===== src/design/fault_retry_defines.svh =====
// timing counts and field positions for the fault retry logic
`ifndef FAULT_RETRY_DEFINES_SVH
`define FAULT_RETRY_DEFINES_SVH

// ----------------------------------------
// response byte fields
// ----------------------------------------
`define RETRY_FIELD_HI 5
`define RETRY_FIELD_LO 3
`define DELAY_FIELD_HI 2
`define DELAY_FIELD_LO 0
`define RETRY_NONE 3'h0

// ----------------------------------------
// delay unit and clock
// ----------------------------------------
`define CLOCK_PERIOD_NS 100
`define DELAY_UNIT_NS 1000
`define DELAY_UNIT_CYCLES ((`DELAY_UNIT_NS + `CLOCK_PERIOD_NS - 1) / `CLOCK_PERIOD_NS)

`endif


===== src/design/fault_retry_pkg.sv =====
// types shared by the fault retry logic
`default_nettype none
package fault_retry_pkg;

	// response byte as carried on the port
	typedef struct packed {
		logic [1:0] spare;
		logic [2:0] retries;
		logic [2:0] delay;
	} response_type;

	// host side controls travelling together
	typedef struct packed {
		logic clear_faults;
		logic ctrl_pin_on;
		logic operation_on;
	} host_ctrl_type;

	typedef enum logic [2:0] {
		ST_IDLE,
		ST_RUN,
		ST_WAIT,
		ST_LATCHED
	} retry_state_type;

endpackage
`default_nettype wire


===== src/design/fault_retry_response.sv =====
// fault response retry controller of a managed power converter
`default_nettype none
`timescale 1ns/100ps
`include "fault_retry_defines.svh"

module fault_retry_response
	import fault_retry_pkg::*;
#(
	parameter int UNIT_CYCLES = `DELAY_UNIT_CYCLES
)
(
	input wire logic MCLK_IN,
	input wire logic RST_N_IN,
	input wire logic FAULT_IN,
	input wire fault_retry_pkg::response_type RESPONSE_IN,
	input wire fault_retry_pkg::host_ctrl_type HOST_IN,
	output logic OUTPUT_EN_OUT,
	output logic FAULT_LATCHED_OUT,
	output logic RETRY_ACTIVE_OUT,
	output logic [2:0] ATTEMPTS_OUT
);
	import fault_retry_pkg::*;

	// ----------------------------------------
	// state
	// ----------------------------------------
	retry_state_type state_ff, nxt_state;
	logic [2:0] attempts_ff, nxt_attempts;
	logic on_cmd_prev_ff;
	logic cycled_off_ff, nxt_cycled_off;
	logic en_ff, latched_ff, retry_ff;
	logic timer_start;
	logic timer_done;

	// ----------------------------------------
	// decoding
	// ----------------------------------------
	// output is wanted only when pin and operation both say on
	wire on_cmd = HOST_IN.ctrl_pin_on & HOST_IN.operation_on;
	// last edge's on command, for finding the rising edge
	wire on_prev_ok = on_cmd_prev_ff;
	wire on_rise = on_cmd & ~on_prev_ok;
	wire power_cycle = on_rise & cycled_off_ff;
	wire clear_req = HOST_IN.clear_faults | power_cycle;
	// fields 4 to 7 are not defined; they simply allow that many restarts
	wire [2:0] retry_limit = RESPONSE_IN.retries;
	wire no_retry = (retry_limit == `RETRY_NONE);
	wire retries_left = (attempts_ff < retry_limit);

	// ----------------------------------------
	// state decoding
	// ----------------------------------------
	// present state flags
	wire in_run = (state_ff == ST_RUN);
	// a fault while the output is up drops it at the same edge
	wire run_fault = in_run & FAULT_IN;
	// next state flags feed the output flip-flops directly
	wire going_run = (nxt_state == ST_RUN);
	wire going_wait = (nxt_state == ST_WAIT);
	wire going_latched = (nxt_state == ST_LATCHED);

	// ----------------------------------------
	// spacing timer
	// ----------------------------------------
	// the wait is timed from the fault, so it covers the off time before a restart
	// attempt spacing
	retry_delay_timer #(.UNIT_CYCLES(UNIT_CYCLES)) retry_delay_timer_i
	(
		.clk_in(MCLK_IN),
		.rst_n_in(RST_N_IN),
		.start_in(timer_start),
		.delay_in(RESPONSE_IN.delay),
		.done_out(timer_done)
	);

	// ----------------------------------------
	// next state
	// ----------------------------------------
	// clear wins over timer expiry; a fault still present after a clear is retried afresh
	always_comb
	begin
		nxt_state = state_ff;
		nxt_attempts = attempts_ff;
		timer_start = 1'b0;
		nxt_cycled_off = cycled_off_ff;
		if (!on_cmd)
			nxt_cycled_off = 1'b1;
		case (state_ff)
			ST_IDLE:
			begin
				nxt_cycled_off = 1'b0;
				nxt_attempts = 3'h0;
				if (on_cmd)
					nxt_state = ST_RUN;
			end
			ST_RUN:
			begin
				if (!on_cmd)
					nxt_state = ST_IDLE;
				else if (FAULT_IN)
				begin
					if (no_retry || !retries_left)
					begin
						nxt_state = ST_LATCHED;
						nxt_cycled_off = 1'b0;
					end
					else
					begin
						nxt_state = ST_WAIT;
						nxt_attempts = attempts_ff + 3'h1;
						timer_start = 1'b1;
						nxt_cycled_off = 1'b0;
					end
				end
				// a clear while running resets the count, a fault wins
				else if (HOST_IN.clear_faults)
					nxt_attempts = 3'h0;
			end
			ST_WAIT:
			begin
				if (clear_req)
				begin
					nxt_attempts = 3'h0;
					nxt_state = on_cmd ? ST_RUN : ST_IDLE;
				end
				else if (timer_done)
					nxt_state = ST_RUN;
			end
			ST_LATCHED:
			begin
				if (clear_req)
				begin
					nxt_attempts = 3'h0;
					nxt_state = on_cmd ? ST_RUN : ST_IDLE;
				end
			end
			default:
				nxt_state = ST_IDLE;
		endcase
	end

	// ----------------------------------------
	// registers
	// ----------------------------------------
	// reset clears fault and count
	always_ff @(posedge MCLK_IN)
	begin
		if (!RST_N_IN)
		begin
			state_ff <= ST_IDLE;
			attempts_ff <= 3'h0;
		end
		else
		begin
			state_ff <= nxt_state;
			attempts_ff <= nxt_attempts;
		end
	end

	// command history for the off-then-on detection
	always_ff @(posedge MCLK_IN)
	begin
		if (!RST_N_IN)
		begin
			on_cmd_prev_ff <= 1'b0;
			cycled_off_ff <= 1'b0;
		end
		else
		begin
			on_cmd_prev_ff <= on_cmd;
			cycled_off_ff <= nxt_cycled_off;
		end
	end

	// output enable, dropped in the same edge as a fault
	always_ff @(posedge MCLK_IN)
	begin
		if (!RST_N_IN)
			en_ff <= 1'b0;
		else
			en_ff <= going_run & ~run_fault;
	end

	// latched flag follows the next state
	always_ff @(posedge MCLK_IN)
	begin
		if (!RST_N_IN)
			latched_ff <= 1'b0;
		else
			latched_ff <= going_latched;
	end

	// retry flag high for the whole spacing wait
	always_ff @(posedge MCLK_IN)
	begin
		if (!RST_N_IN)
			retry_ff <= 1'b0;
		else
			retry_ff <= going_wait;
	end

	assign OUTPUT_EN_OUT = en_ff;
	assign FAULT_LATCHED_OUT = latched_ff;
	assign RETRY_ACTIVE_OUT = retry_ff;
	assign ATTEMPTS_OUT = attempts_ff;
endmodule // fault_retry_response
`default_nettype wire


===== src/design/retry_delay_timer.sv =====
// spacing timer between restart attempts
`default_nettype none
`timescale 1ns/100ps
`include "fault_retry_defines.svh"

module retry_delay_timer
#(
	parameter int UNIT_CYCLES = `DELAY_UNIT_CYCLES
)
(
	input wire logic clk_in,
	input wire logic rst_n_in,
	input wire logic start_in,
	input wire logic [2:0] delay_in,
	output logic done_out
);
	logic [15:0] unit_cnt_ff;
	logic [2:0] units_ff;
	logic busy_ff;
	logic done_ff;
	wire unit_tick = (unit_cnt_ff == 16'(UNIT_CYCLES - 1));
	wire last_unit = (units_ff == 3'h0);

	// count whole delay units, zero units still gives one cycle
	always_ff @(posedge clk_in)
	begin
		if (!rst_n_in)
		begin
			unit_cnt_ff <= 16'h0000;
			units_ff <= 3'h0;
			busy_ff <= 1'b0;
			done_ff <= 1'b0;
		end
		else if (start_in)
		begin
			unit_cnt_ff <= 16'h0000;
			units_ff <= delay_in;
			busy_ff <= 1'b1;
			done_ff <= 1'b0;
		end
		else if (busy_ff)
		begin
			done_ff <= last_unit;
			busy_ff <= !last_unit;
			unit_cnt_ff <= unit_tick ? 16'h0000 : unit_cnt_ff + 16'h0001;
			if (unit_tick)
				units_ff <= units_ff - 3'h1;
		end
		else
			done_ff <= 1'b0;
	end

	assign done_out = done_ff;
endmodule // retry_delay_timer
`default_nettype wire


===== config.mk =====
export PLATFORM = sky130hd
export DESIGN_NAME = fault_retry_response
export DESIGN_NICKNAME = d
export VERILOG_FILES = /design/src/design/fault_retry_pkg.sv /design/src/design/fault_retry_response.sv /design/src/design/retry_delay_timer.sv
export VERILOG_INCLUDE_DIRS = /design/src /design/src/design
export SDC_FILE = /design/constraint.sdc
export NUM_CORES = 1
export LEC_CHECK = 0
export BUFFER_PORTS_ARGS = -buffer_cell sky130_fd_sc_hd__buf_2
export CORE_UTILIZATION = 50
export CTS_BUF_LIST = sky130_fd_sc_hd__clkbuf_4 sky130_fd_sc_hd__clkbuf_8
export DETAILED_ROUTE_END_ITERATION = 12
export PLACE_DENSITY = 0.75
export SLEW_MARGIN = 10
export SYNTH_ARGS = -nofsm -noshare
export SYNTH_HDL_FRONTEND = slang
export SYNTH_SLANG_ARGS = --single-unit

===== constraint.sdc =====
create_clock -name MCLK_IN -period 2.4 [get_ports MCLK_IN]
set_input_delay 0.24 -clock MCLK_IN [delete_from_list [all_inputs] [get_ports MCLK_IN]]
set_output_delay 0.24 -clock MCLK_IN [all_outputs]
set_load 0.005 [all_outputs]

Word level (Yosys, flattened, before mapping)
Cells that the tools add are included.
{"block": "totals", "reg_bits": 32, "inputBits": 14, "output_inout_bits": 6, "elab_cells": 79}
{"block": "op_classes", "add_sub_neg": 3, "order_cmp": 1, "n_eq_ne": 11, "mux": 29, "bitwise": 10, "n_reduce_logical": 14}
{"cell": "$mux W3", "count": 14}
{"cell": "$add A16 B1 Y16 const B", "count": 1}
{"cell": "$eq A16 B4 Y1 const B", "count": 1}
{"cell": "$mux W16", "count": 1}
{"cell": "$eq A3 B2 Y1 const B", "count": 4}
{"cell": "$pmux W3 S4", "count": 1}
{"cell": "$mux W1", "count": 11}
{"cell": "$logic_not A3 Y1", "count": 3}
{"cell": "$pmux W3 S3", "count": 1}
{"cell": "$eq A3 B1 Y1 const B", "count": 2}
{"cell": "$ne A3 B3 Y1 const B", "count": 2}
{"cell": "$and A1 B1 Y1", "count": 5}
{"cell": "$reduce_and A5 Y1", "count": 1}
{"cell": "$not A1 Y1", "count": 4}
{"cell": "$reduce_bool A2 Y1", "count": 2}
{"cell": "$reduce_or A2 Y1", "count": 2}
{"cell": "$add A3 B1 Y3 const B", "count": 1}
{"cell": "$lt A3 B3 Y1", "count": 1}
{"cell": "$reduce_bool A3 Y1", "count": 1}
{"cell": "$reduce_or A3 Y1", "count": 1}
{"cell": "$sub A3 B1 Y3 const B", "count": 1}
{"cell": "$logic_not A1 Y1", "count": 2}
{"cell": "$ne A2 B1 Y1 const B", "count": 1}
{"cell": "$ne A2 B2 Y1 const B", "count": 1}
{"cell": "other kinds (4)", "count": 4}

Logic depth before layout (Yosys ltp)
Gate-level depths: netlist of run 1.
{"block": "depth", "ltp_word": 9, "depth_mapped": 7, "depth_no_buf": 6}

By module
From an unflattened synthesis of run 1, not the netlist that was laid out.
{"block": "unflattened", "cells_unflattened": 176, "hier_area_um2": 1629.1}
{"mod": "retry_delay_timer", "instances": 1, "cells_per_inst": 116, "area_per_inst_um2": 1054.8, "seq_area_each_um2": 420.4}
{"mod": "fault_retry_response", "instances": 1, "cells_per_inst": 60, "area_per_inst_um2": 574.3, "seq_area_each_um2": 220.2}

Worst setup path after synthesis of run 1
No wires, ideal clock.
{"block": "synth_path", "path_type": "flip-flop to flip-flop", "from": "register attempts_ff[1], in the netlist ATTEMPTS_OUT[1]", "to": "register retry_delay_timer_i.unit_cnt_ff[5]", "setup_time_ns": 0.115, "arrival_time_ns": 1.664, "required_time_ns": 2.285, "path_slack_ns": 0.622, "path_stages_with_launch": 7, "path_buffers": 1, "cell_sequence": "dfxtp_1 > ha_1 > or3b_4 > a211o_2 > o211ai_4 > buf_6 > nor2_1"}
{"block": "synth_between", "elab_chain_cells": 8}
{"element": "start: declaration", "line": "fault_retry_response.sv:28", "text": "logic [2:0] attempts_ff, nxt_attempts;"}
{"element": "start signal: assignment", "line": "fault_retry_response.sv:156", "text": "attempts_ff <= nxt_attempts;"}
{"element": "$lt A3 B3 Y1", "line": "fault_retry_response.sv:48", "text": "wire retries_left = (attempts_ff < retry_limit);"}
{"element": "$logic_not A1 Y1", "line": "fault_retry_response.sv:102", "text": "if (no_retry || !retries_left)"}
{"element": "$logic_or A1 B1 Y1", "line": "fault_retry_response.sv:102"}
{"element": "$mux W1", "line": "fault_retry_response.sv:102"}
{"element": "$mux W1", "line": "fault_retry_response.sv:100", "text": "else if (FAULT_IN)"}
{"element": "$mux W1", "line": "fault_retry_response.sv:98", "text": "if (!on_cmd)"}
{"element": "$mux W1", "line": "fault_retry_response.sv:88", "text": "case (state_ff)"}
{"element": "$reduce_or A2 Y1 (no line)"}
{"element": "end signal: assignment", "line": "retry_delay_timer.sv:45", "text": "unit_cnt_ff <= unit_tick ? 16'h0000 : unit_cnt_ff + 16'h0001;"}
{"element": "end: declaration", "line": "retry_delay_timer.sv:17", "text": "logic [15:0] unit_cnt_ff;"}
No other way between the ends.
A chain may end at the register's enable or synchronous reset.

Final worst setup path of run 1
{"block": "layout_path", "from": "register attempts_ff[1], in the netlist ATTEMPTS_OUT[1]", "to": "register retry_ff, in the netlist RETRY_ACTIVE_OUT"}
{"block": "layout_between", "elab_chain_cells": 8}
{"element": "$lt A3 B3 Y1", "line": "fault_retry_response.sv:48"}
{"element": "$logic_not A1 Y1", "line": "fault_retry_response.sv:102"}
{"element": "$logic_or A1 B1 Y1", "line": "fault_retry_response.sv:102"}
{"element": "$mux W1", "line": "fault_retry_response.sv:102"}
{"element": "$mux W3", "line": "fault_retry_response.sv:100"}
{"element": "$mux W3", "line": "fault_retry_response.sv:98"}
{"element": "$pmux W3 S4", "line": "fault_retry_response.sv:88"}
{"element": "$eq A3 B2 Y1", "line": "fault_retry_response.sv:59", "text": "wire going_wait = (nxt_state == ST_WAIT);"}
{"element": "end signal: assignment", "line": "fault_retry_response.sv:199", "text": "retry_ff <= going_wait;"}
{"element": "end: declaration", "line": "fault_retry_response.sv:31", "text": "logic en_ff, latched_ff, retry_ff;"}
No other way between the ends.

==> results.md, run 1 <==
- The count of antenna-violating nets left after detailed routing is 0.
- The number of core rows is 20.
- For the worst setup path, the data arrival time is 2.26 ns.
- Once layout is done, the placed cells without fillers occupy 0.00177 mm^2.
- The cell area after technology mapping is 0.00159 mm^2.
- The fmax is 501 MHz.
- The die covers 0.00342 mm^2.
- Cells with a size suffix above 1 make up 18.4% of the layout.
- After synthesis, the largest area contributor takes up 40.2% of total cell area.
- Traced cell by cell, the critical path runs through ha_1 > or3b_4 > a2111oi_1 > a2bb2oi_2 > nor3b_2.
- The power density over the cells is 510 mW/mm^2.
- The slew at the pin closest to its max-slew limit is 0.725 ns.
- The initial antenna violation count came to 0.
- The gate count after technology mapping is 179.
- The number of diodes added for antenna fixing is 0.
- The number of distinct library cells after synthesis is 41.
- In the routed design, unresolved DRC markers number 0.
- The Yosys step of the flow raised 0 warnings.
- Along the worst path, the maximum fanout reaches 4.
- The area growth from synthesis to final layout is 11.2%.
- The number of clock sinks is 32.
- The number of buffers inserted for hold repair after clock tree synthesis is 0.
- The via count of the first global-routing pass was 1322.
- The overall track demand over capacity in global routing is 21.4%.
- On the worst path, the slowest cell contributes a delay of 0.59 ns.
- 20 I/O pins were placed.
- The analysis attributes to net switching a power of 210 uW.
- The post-placement cell area is 0.00171 mm^2.
- The final cycle utilization of the critical path is 83.2%.
- The proportion of total power due to net switching is 23.3%.
- Clock tree synthesis inserted a total of 5 buffers.
- The via total after detailed routing is 1329.
- The top routing layer in use is met4.
- The final hold slack is 0.185 ns.
- The H-tree generated during clock tree synthesis spans 2 levels.
- The number of max-slew violations in the final report is 0.
- The fraction of power consumed by the clock network is 35.1%.
- The synthesized design contains 0 enable-type register cells.
- For the finished layout, the period the worst path requires is 2.00 ns.
- The cell sitting at the root of the clock tree is a sky130_fd_sc_hd__clkbuf_4.
- The routed length per instance is 12.6 um.
- By startpoint and endpoint, the worst setup path is classified as reg -> reg.
- Counting every net in the synthesized netlist gives 200.
- Leaving out fill and tap cells, the most frequent cell in the layout is sky130_fd_sc_hd__dfxtp_1.
- The routed design uses 69 um of met3 wire.
- The cell type with the highest aggregate area in the netlist is sky130_fd_sc_hd__dfxtp_1.
- The run finished with clean final reports.
- After synthesis the netlist holds a flip-flop and latch count of 32.
- Of the total power, combinational logic draws 5.5%.
- Setup violations remaining at the end of the flow were counted as 0.
- Using the TritonRoute via totals, the vias-per-cell ratio works out to 5.42.
- In this run the post-CTS setup repair buffer count came out at 0.
- The type of origin of the critical path is a flip-flop.
- The effective utilization at floorplan is 52.6%.
- The worst setup margin is 0.403 ns.
- The final-report hold violation count is 0.
- The floorplan step set the die width to 58.4 um.
- Per report_power, the sequential group accounts for 59.4% of the total.
- For the worst setup path, the data required time is 2.66 ns.
- After global routing the overflow that remains totals 0.
- For this run, the detailed router's first-pass iteration total came to 4.
- Clock latency on the worst-skew pair, taken at its later pin, is 0.32 ns.
- Setup total negative slack on the finished layout was measured at 0 ns.
- The relative slew slack is 51.2%.
- The filler cells instantiated in the layout total 288.
- The area inside the core boundary is 0.00303 mm^2.
- The average size of a mapped cell is 8.90 um^2.
- By area the synthesized netlist is led by sky130_fd_sc_hd__dfxtp_1 (40%), sky130_fd_sc_hd__xnor2_1 (6.0%), sky130_fd_sc_hd__ha_1 (5.5%).
- The master of the slowest instance on the critical path is sky130_fd_sc_hd__a2111oi_1.
- Leaving out fill and tap cells, the most frequent cells in the layout are sky130_fd_sc_hd__dfxtp_1 (32), sky130_fd_sc_hd__nor2_1 (23), sky130_fd_sc_hd__buf_2 (17), sky130_fd_sc_hd__inv_1 (14), sky130_fd_sc_hd__nand2_1 (13).
- The worst min-delay path category is in -> reg.
- The main flop type after synthesis is sky130_fd_sc_hd__dfxtp_1.
- TritonCTS built the clock tree.
- The first global-routing pass estimated 5530 um of wire.
- Summed over all cells, the static leakage comes to 0.652 nW.
- The share of flip-flops with an asynchronous set or reset after synthesis is 0%.
- The post-cts resize count is 0.
- Cell internal power was estimated by the tool at 693 uW.
- The number of design-rule violations left by the first detailed-router iteration is 53.
- The buffer depth of the longest clock path is 2.
- STA classifies the critical path endpoint as a flip-flop.
- The met2 routed wirelength is 1670 um.
- The number of nets at the end of the flow is 221.
- The length of routed wiring on met1 is 1340 um.
- The global placer's final weighted congestion is 0.844.
- Clock skew on the completed layout was measured at 0.00739 ns.
- The power after layout is 904 uW.
- VDD sags by at most 0.240 mV.
- The final layout contains routed wiring with a total length of 3090 um.
- The fraction of the yosys area taken by sequential cells is 40.2%.
- Setup repair after global routing left no endpoint under its margin.
- The tool flagged a number of max-cap violations equal to 0.
- The floorplan step set the die height to 58.4 um.
- Before CTS, the worst setup slack after placement is 0.391 ns.
- The clock-pin transition on the worst setup and hold timing paths is 0.10 ns.
- The pin count of the biggest net entering global routing is 17.
- The number of port buffers is 17.
- Summed over all nets, the half-perimeter wirelength after detailed placement is 2350 um.
## kinds of logic (layout without fill, tap and decap cells)
| kind of cell | after synthesis | count (layout) | share of synthesized area, % |
|---|---|---|---|
| compound gates | 30 | 30 | 14.3 |
| xor+xnor | 14 | 14 | 7.70 |
| fa+ha+maj | 7 | 7 | 5.50 |
| buf+inv | 17 | 39 | 4.71 |
| flops | 32 | 32 | 40.2 |
| mux | 2 | 2 | 1.41 |
| other cells | 1 | 1 | 0.235 |
| simple gates | 76 | 76 | 25.9 |
## critical path, delay by kind of cell (launching register included)
kind | cells | cell delay, ns
adder cells (fa/ha/maj) | 1 | 0.20
AO/OA/AOI/OAI | 2 | 0.83
flip-flops | 1 | 0.35
AND/OR/NAND/NOR | 2 | 0.55
## metrics by stage
step                util [%]  std cells
floorplan                  -        179
global placement        56.5        237
detailed placement      56.5        237
CTS                     58.5        245
global route            58.5        245
finish                  58.5        245
## cells in the mapped netlist (2+ instances only)
| cell | instances |
|---|---|
| sky130_fd_sc_hd__nand2_1 | 13 |
| sky130_fd_sc_hd__a31o_2 | 2 |
| sky130_fd_sc_hd__nor4_1 | 7 |
| sky130_fd_sc_hd__nand2b_1 | 4 |
| sky130_fd_sc_hd__nor4b_1 | 3 |
| sky130_fd_sc_hd__nand4_1 | 7 |
| sky130_fd_sc_hd__nor4_2 | 2 |
| sky130_fd_sc_hd__xor2_1 | 3 |
| sky130_fd_sc_hd__inv_1 | 14 |
| sky130_fd_sc_hd__nor3_1 | 5 |
| sky130_fd_sc_hd__ha_1 | 7 |
| sky130_fd_sc_hd__a21oi_1 | 7 |
| sky130_fd_sc_hd__nor2_1 | 23 |
| sky130_fd_sc_hd__mux2_2 | 2 |
| sky130_fd_sc_hd__dfxtp_1 | 32 |
| sky130_fd_sc_hd__a211oi_1 | 4 |
| sky130_fd_sc_hd__o22ai_1 | 3 |
| sky130_fd_sc_hd__xnor2_1 | 11 |
| sky130_fd_sc_hd__o21ai_0 | 3 |
| sky130_fd_sc_hd__nand3_1 | 6 |
## worst paths after layout
kind	startpoint	depth (start not counted)	slack, ns	end
setup / recovery	ATTEMPTS_OUT[1]	5	0.40	RETRY_ACTIVE_OUT
hold / removal	RESPONSE_IN[1]	3	0.19	retry_delay_timer_i.units_ff[1]
setup reg to reg	ATTEMPTS_OUT[1]	5	0.40	RETRY_ACTIVE_OUT
hold reg to reg	ATTEMPTS_OUT[1]	2	0.52	ATTEMPTS_OUT[1]
## layer usage
metal  vias up  global-route usage [%]
met5         -                       0
met4         0                    9.18
met3         2                    3.96
met2        19                    40.1
met1       623                    23.3
li1        685                       -
## power groups by stage
stage / sequential [mW] / combinational, mW / clock [mW]
floorplan: 0.548 / 0.0321 / 0
global placement: 0.549 / 0.0472 / 0
detailed placement: 0.549 / 0.0491 / 0
CTS: 0.537 / 0.0494 / 0.326
global route: 0.538 / 0.0557 / 0.353
finish: 0.537 / 0.0493 / 0.317
## flip-flops by register name (all words and copies together), names as in the netlist, 3 cells and up
register	count
ATTEMPTS_OUT	3
retry_delay_timer_i.unit_cnt_ff	16
retry_delay_timer_i.units_ff	3
state_ff	3
## layout make-up
cell class / count / area (um^2) / area share [%]
multi-input combinational: 130 / 877 / 49.5
sequential: 32 / 641 / 36.2
timing repair buffer: 17 / 85.1 / 4.80
tap: 44 / 55.1 / 3.11
inverter: 14 / 52.6 / 2.97
clock buffer: 6 / 51.3 / 2.90
clock inverter: 2 / 10.0 / 0.565
No activity file was read; power rests on OpenSTA's default activity.
==> run 2: changes to the inputs <==
--- a/config.mk
+++ b/config.mk
@@ -6,11 +6,12 @@
 export SDC_FILE = /design/constraint.sdc
 export NUM_CORES = 1
 export LEC_CHECK = 0
+export ABC_AREA = 1
 export BUFFER_PORTS_ARGS = -buffer_cell sky130_fd_sc_hd__buf_2
 export CORE_UTILIZATION = 50
 export CTS_BUF_LIST = sky130_fd_sc_hd__clkbuf_4 sky130_fd_sc_hd__clkbuf_8
 export DETAILED_ROUTE_END_ITERATION = 12
-export PLACE_DENSITY = 0.75
+export PLACE_DENSITY = 0.74
 export SLEW_MARGIN = 10
 export SYNTH_ARGS = -nofsm -noshare
 export SYNTH_HDL_FRONTEND = slang
==> constraint.sdc (replaced) <==
create_clock -name MCLK_IN -period 1.9 [get_ports MCLK_IN]
set_input_delay 0.19 -clock MCLK_IN [delete_from_list [all_inputs] [get_ports MCLK_IN]]
set_output_delay 0.19 -clock MCLK_IN [all_outputs]
set_load 0.005 [all_outputs]
==> results.md, run 2 <==
- The layout cell share with drive strength beyond 1 is 22.3%.
- The number of distinct library cells after synthesis is 34.
- Setup violations remaining at the end of the flow were counted as 0.
- After floorplanning, the core was divided into 22 placement rows.
- The final period demand of the worst path is 1.65 ns.
- For the final database, setup skew stands at 0.00496 ns.
- STA classifies the critical path startpoint as a flip-flop.
- retry_delay_timer_i.unit_cnt_ff holds more flip-flops than any other register.
- The launch point of the worst hold path is RESPONSE_IN[0].
- The fraction of the yosys area taken by sequential cells is 32.5%.
- The congestion estimate from routability-driven global placement came to 0.820.
- The routed layout has 1686 vias.
- Summed over all layers, the routed wires come to 3650 um.
- Of all cell types, the one taking the most synthesized area is sky130_fd_sc_hd__dfxtp_1.
- The floorplan step set the die height to 64.8 um.
- The worst hold path was traced through 3 stages.
- Yosys printed 0 warnings.
- The fmax is 606 MHz.
- The maximum level of the CTS H-tree is 2.
- The number of max-slew violations in the final report is 0.
- The HPWL after detailed placement is 2870 um.
- The number of detailed-route iterations in the first pass is 4.
- The flow ran to the end, and the final reports show no timing, DRC or antenna violations.
- The effective utilization at floorplan is 53.1%.
- Synthesis produced a netlist whose cell count is 280.
- The commonest cells after synthesis are sky130_fd_sc_hd__nand2_1 (69), sky130_fd_sc_hd__nor2_1 (38), sky130_fd_sc_hd__inv_1 (33).
- Ranked by total cell area, the synthesized netlist is headed by sky130_fd_sc_hd__dfxtp_1 (32%), sky130_fd_sc_hd__nand2_1 (13%), sky130_fd_sc_hd__nor2_1 (7.2%).
- The average size of a mapped cell is 7.05 um^2.
- Buffers inserted to repair hold after CTS numbered 0.
- Counting the fill cells in the layout gives 375.
- The share of flip-flops with an asynchronous set or reset after synthesis is 0%.
- In this run the power density over the cells is 649 mW/mm^2.
- The cell sitting at the root of the clock tree is a sky130_fd_sc_hd__clkbuf_8.
- In the routed design, unresolved DRC markers number 0.
- For the final routed database, the setup TNS stands at 0 ns.
- The final cycle utilization of the critical path is 86.8%.
- The most used flip-flop cell after synthesis is sky130_fd_sc_hd__dfxtp_1.
- The kind of critical path is reg -> reg.
- The count of antenna-violating nets left after detailed routing is 0.
- The utilization of the core after routing is 59.0%.
- The detail-routed via count per cell is 4.84.
- The number of nets at the end of the flow is 320.
- The buffer depth of the longest clock path is 2.
- The die width is 64.8 um.
- The number of design-rule violations left by the first detailed-router iteration is 84.
- Across all register-to-register paths, the minimum setup slack is 0.25 ns.
- The area inside the core boundary is 0.00372 mm^2.
- The clock reaches the later pin of the worst-skew pair after 0.28 ns.
- The worst-case vdd ir drop is 0.402 mV.
- The end point of the worst hold path is retry_delay_timer_i.units_ff[0].
- Max-cap violations in this run came to 0.
- The total overflow left after global routing is 0.
- After clock tree synthesis, the clock-pin slew on the worst setup and hold paths is 0.07 ns.
- The area growth from synthesis to final layout is 11.2%.
- The die covers 0.00420 mm^2.
- The cell area after technology mapping is 0.00197 mm^2.
- The initial antenna violation count is 0.
- The CTS buffer count is 5.
- The count of pins on the block boundary is 20.
- 0 antenna diodes ended up in the layout.
- The first global-routing pass estimated 6870 um of wire.
- For this design the static power due to leakage is 0.993 nW.
- During placement, the flow inserted port buffers numbering 17.
- The worst min-delay path category is in -> reg.
- The element type at the critical path end is a flip-flop.
- By instance count, the leading cell after synthesis is sky130_fd_sc_hd__nand2_1.
- The endpoint of the most critical register-to-register path is retry_delay_timer_i.unit_cnt_ff[12].
- In the global route stage, overall resource usage came out at 21.5%.
- The pin count of the biggest net entering global routing is 12.
- The final-report hold violation count is 0.
- The post-cts resize count is 0.
- The buffer count from post-CTS setup fixing is 0.
- In this run the worst path has a maximum fanout of 11.
- Counting flops and latches in the post-synthesis netlist gives 32.
- Data arrives at the worst endpoint at 1.82 ns.
- The synthesized design contains 0 enable-type register cells.
- The power after layout is 1.42 mW.
- STA puts the critical path data required time at 2.07 ns.
- The via count of the first global-routing pass is 1587.
- The library cells used most frequently in the layout, excluding fill and tap cells, are sky130_fd_sc_hd__nand2_1 (69), sky130_fd_sc_hd__nor2_1 (38), sky130_fd_sc_hd__inv_1 (33), sky130_fd_sc_hd__dfxtp_1 (32), sky130_fd_sc_hd__nand3_1 (22).
- The number of clock sinks is 32.
- The worst register-to-register path begins at ATTEMPTS_OUT[2].
- The depth of the worst register-to-register path is 7.
- Setup repair after global routing left no endpoint under its margin.
- The flip-flop count of the largest register after layout is 16.
- The commonest non-fill, non-tap cell in the layout is sky130_fd_sc_hd__nand2_1.
- The number of nets in the synthesized netlist is 301.
- After detailed routing, the average wire length per cell comes to 10.5 um.
- The portion of synthesized cell area occupied by the leading cell type is 32.5%.
- TritonCTS built the clock tree.
## run 2: cell count changes after synthesis, sizes merged, moves of 4 or more
cell,delta
nand4,-4
a21oi,+9
a211oi,-4
nand3,+23
xnor2,-10
nor2,+25
inv,+29
nand2b,-4
nand2,+60
nor4,-9
## run 2: worst max path at each step
| stage | from | endpoint |
|---|---|---|
| 5_1_grt | ATTEMPTS_OUT[2] | retry_delay_timer_i.unit_cnt_ff[4] |
| 3_3_place_gp | ATTEMPTS_OUT[2] | retry_delay_timer_i.unit_cnt_ff[11] |
| 3_5_place_dp | ATTEMPTS_OUT[2] | retry_delay_timer_i.unit_cnt_ff[12] |
| 2_1_floorplan | ATTEMPTS_OUT[2] | retry_delay_timer_i.unit_cnt_ff[8] |
| 4_1_cts | ATTEMPTS_OUT[2] | retry_delay_timer_i.unit_cnt_ff[12] |
| 6_report | ATTEMPTS_OUT[2] | retry_delay_timer_i.unit_cnt_ff[12] |
## run 2: cells by family (layout without fill, tap and decap cells)
group                    Yosys count  after routing  synth area share (%)
flip-flops                        32             32                  32.5
adder cells (fa/ha/maj)            7              7                  4.44
AO/OA/AOI/OAI                     24             24                  8.12
AND/OR/NAND/NOR                  162            162                  42.4
other                              1              1                 0.190
buffers and inverters             49             69                  10.2
XOR/XNOR                           5              5                  2.22
## run 2: report_power, final
group / internal (mW) / total, mW / switching [mW] / leakage (nW)
sequential: 0.678 / 0.684 / 0.00612 / 0.259
combinational: 0.0317 / 0.0917 / 0.0600 / 0.680
clock: 0.388 / 0.647 / 0.259 / 0.0541
## run 2: critical path: stages (launching register included)
cell	delay (ns)
sky130_fd_sc_hd__dfxtp_1	0.39
sky130_fd_sc_hd__ha_1	0.27
sky130_fd_sc_hd__a21oi_1	0.18
sky130_fd_sc_hd__nand3_2	0.14
sky130_fd_sc_hd__inv_2	0.14
sky130_fd_sc_hd__a21oi_4	0.10
sky130_fd_sc_hd__inv_2	0.24
sky130_fd_sc_hd__nor2_1	0.09
## run 2: per-stage QoR
stage / hold WS [ns] / instances / setup slack (ns) / instance area, um^2
3_3_place_gp: 0.428 / 340 / 0.323 / 2080
2_1_floorplan: 0.296 / 280 / 0.464 / 1970
6_report: 0.143 / 348 / 0.250 / 2190
4_1_cts: 0.135 / 348 / 0.261 / 2190
5_1_grt: 0.147 / 348 / 0.0728 / 2190
3_5_place_dp: 0.437 / 340 / 0.266 / 2080
## run 2: layout make-up
| type | instances | area [um^2] | area share (%) |
|---|---|---|---|
| Clock buffer | 5 | 68.8 | 3.14 |
| Inverter | 44 | 165 | 7.53 |
| Multi-Input combinational cell | 199 | 1130 | 51.6 |
| Sequential cell | 32 | 641 | 29.2 |
| Clock inverter | 3 | 42.5 | 1.94 |
| Timing Repair Buffer | 17 | 85.1 | 3.88 |
| Tap cell | 48 | 60.1 | 2.74 |
## run 2: per-layer routing
layer	wire length [um]	share of wire [%]	global-route usage, %
met1	1900	52	29.6
met2	1570	43	31.3
met3	135	3.7	5.81
met4	51	1.4	9.44
met5	0	0	0
==> run 3: changes to the inputs <==
--- a/config.mk
+++ b/config.mk
@@ -8,6 +8,8 @@
 export LEC_CHECK = 0
 export ABC_AREA = 1
 export BUFFER_PORTS_ARGS = -buffer_cell sky130_fd_sc_hd__buf_2
+export CAP_MARGIN = 10
+export CORE_MARGIN = 10
 export CORE_UTILIZATION = 50
 export CTS_BUF_LIST = sky130_fd_sc_hd__clkbuf_4 sky130_fd_sc_hd__clkbuf_8
 export DETAILED_ROUTE_END_ITERATION = 12
==> constraint.sdc (replaced) <==
create_clock -name MCLK_IN -period 1.9 [get_ports MCLK_IN]
set_input_delay 0.285 -clock MCLK_IN [delete_from_list [all_inputs] [get_ports MCLK_IN]]
set_output_delay 0.285 -clock MCLK_IN [all_outputs]
set_load 0.005 [all_outputs]
==> results.md, run 3 (synthesis gave the netlist of run 2 again) <==
- The number of buffers inserted for hold repair after clock tree synthesis is 0.
- Summed over all cells, the static leakage comes to 1.00 nW.
- The commonest non-fill, non-tap cell in the layout is sky130_fd_sc_hd__nand2_1.
- In the final routed layout, each cell accounts on average for 11.1 um.
- The floorplan step defined a die boundary enclosing 0.00686 mm^2.
- The run finished with clean final reports.
- The design draws 1.49 mW.
- The maximum level of the CTS H-tree is 2.
- The via count of the first global-routing pass is 1504.
- The first TritonRoute pass finished after 4 iterations.
- The largest fanout on the critical path is 11.
- The final-report hold violation count is 0.
- The cell at the root of the clock tree is sky130_fd_sc_hd__clkbuf_8.
- Entering global routing, the biggest net connects 12 pins.
- The worst stage delay on the critical path is 0.40 ns.
- The clock insertion delay at the later pin of the skew report is 0.28 ns.
- Counting every sink on the clock net gives 32.
- The HPWL reported at the end of detailed placement is 2990 um.
- The area growth from synthesis to final layout is 11.9%.
- The global routing usage on met2 is 16.5%.
- The clock-pin transition on the worst setup and hold timing paths is 0.07 ns.
- The master of the slowest instance on the critical path is sky130_fd_sc_hd__dfxtp_1.
- In this run the core area contains 22 standard-cell rows.
- The first global-routing pass estimated 6640 um of wire.
- The post-cts resize count is 0.
- The most frequent cell on the critical path is sky130_fd_sc_hd__inv_2.
- Using the TritonRoute via totals, the vias-per-cell ratio works out to 4.77.
- The number of max-slew violations in the final report came to 0.
- After the last flow step, the layout net total stands at 320.
- The dominant delay contributor by cell family on the critical path is flip-flops.
- The number of buffers and inverters on the critical path is 2.
- For this run, design rule violations remaining after detail routing come to 0.
- The area inside the core boundary is 0.00374 mm^2.
- The CTS tree is built.
- Traced cell by cell, the critical path runs through ha_1 > a21oi_1 > nand3_2 > inv_2 > a21oi_4 > inv_2 > nor2_1.
- The total of fill cells in the finished design is 363.
- The worst-case vdd ir drop is 0.490 mV.
- Max-cap violations in this run came to 0.
- Timing would allow up to 599 MHz.
- The initial antenna violation count is 0.
- The flip-flop count of the largest register after layout is 16.
- The final cycle utilization of the critical path is 87.8%.
- The worst register-to-register path has a setup slack of 0.23 ns.
- In this run the power density over the cells is 674 mW/mm^2.
- For this block, the routed nets add up to 3860 um of wire.
- For this block, the initial DRC count from the detailed router was 123.
- The met3 usage is 4.00%.
- The die outline height is 82.8 um.
- The final period demand of the worst path is 1.67 ns.
- In the layout the commonest cells are sky130_fd_sc_hd__nand2_1 (69), sky130_fd_sc_hd__nor2_1 (38), sky130_fd_sc_hd__inv_1 (33), sky130_fd_sc_hd__dfxtp_1 (32), sky130_fd_sc_hd__nand3_1 (22).
- The effective utilization at floorplan is 52.7%.
- In this run the tool buffered the top-level ports with 17 buffer cells.
- For this run the aggregate overflow at the end of global routing stands at 0.
- The critical path in this run is classified as reg -> reg.
- In this run the post-CTS setup repair buffer count came out at 0.
- Setup repair after global routing left no endpoint under its margin.
- The count of pins on the block boundary is 20.
- Clock tree synthesis inserted a total of 5 buffers.
- Global routing consumed, on the met1 layer, 14.4% of the routing resources.
- STA classifies the critical path endpoint as a flip-flop.
- The worst endpoint data arrival time is 1.83 ns.
- The final-report setup violation count is 0.
- The overall track demand over capacity in global routing is 11.1%.
- met2 is the most crowded layer.
- The required arrival time at the worst endpoint is 2.06 ns.
- The global placer's final weighted congestion is 0.873.
- The tightest min-delay check is of the in -> reg type.
- Measured along the x axis, the die boundary spans 82.8 um.
- The number of diodes added for antenna fixing is 0.
- The clock passes through at most 2 buffers.
- The routed layout has 1659 vias.
- In this run the remaining antenna-violating nets after routing total 0.
- The layout cell share with drive strength beyond 1 is 22.3%.
- The worst clock skew is 0.00637 ns.
- Ranked by flip-flop count, first place goes to retry_delay_timer_i.unit_cnt_ff.
- The setup TNS after final layout is 0 ns.
- STA classifies the critical path startpoint as a flip-flop.
run 3: cell count changes in the layout (fill, tap and decap cells not counted), sizes merged:
| cell | before | now |
|---|---|---|
| clkbuf | 5 | 7 |
| clkinv | 2 | 1 |
| clkinvlp | 1 | 0 |
run 3: metrics by stage:
| step | util [%] | cell area [um^2] | hold slack [ns] | cells | setup WS [ns] |
|---|---|---|---|---|---|
| final | 59.0 | 2210 | 0.238 | 348 | 0.231 |
| after global routing | 59.0 | 2210 | 0.233 | 348 | 0.0646 |
| after CTS | 59.0 | 2210 | 0.230 | 348 | 0.215 |
| after detailed placement | 55.6 | 2080 | 0.469 | 340 | 0.180 |
| after global placement | 55.6 | 2080 | 0.467 | 340 | 0.226 |
| after floorplan | - | 1970 | 0.391 | 280 | 0.464 |
run 3: layout make-up:
| type | instances | area (um^2) | area share, % |
|---|---|---|---|
| Inverter | 44 | 165 | 7.48 |
| Sequential cell | 32 | 641 | 29.0 |
| Clock buffer | 7 | 96.3 | 4.36 |
| Timing Repair Buffer | 17 | 85.1 | 3.85 |
| Multi-Input combinational cell | 199 | 1130 | 51.2 |
| Tap cell | 48 | 60.1 | 2.72 |
| Clock inverter | 1 | 30.0 | 1.36 |
run 3: layer usage:
| layer | vias to the layer above | share of wire (%) |
|---|---|---|
| met2 | 20 | 44 |
| met1 | 723 | 51 |
| met4 | 0 | 0.67 |
| met3 | 4 | 4.1 |
| met5 | - | 0 |
| li1 | 912 | - |
run 3: report_power, final:
group	switching (mW)	internal [mW]	leakage, nW
registers	0.00594	0.678	0.259
clock network	0.252	0.463	0.0645
logic	0.0595	0.0317	0.680
total	0.317	1.17	1.00
run 3: worst paths after layout:
kind	endpoint	from	cells after the start
worst min register to register	cycled_off_ff	cycled_off_ff	2
worst max register to register	retry_delay_timer_i.unit_cnt_ff[8]	ATTEMPTS_OUT[2]	7
worst max-delay path	retry_delay_timer_i.unit_cnt_ff[8]	ATTEMPTS_OUT[2]	7
worst min-delay path	retry_delay_timer_i.units_ff[0]	RESPONSE_IN[0]	3
run 3: worst register-to-register path, delay by kind of cell (launching register included):
kind | cells | cell delay (ns)
DFF | 1 | 0.40
and+or+nand+nor | 2 | 0.22
AOI/OAI and AO/OA | 2 | 0.27
buffers and inverters | 2 | 0.38
adders and majority gates | 1 | 0.27
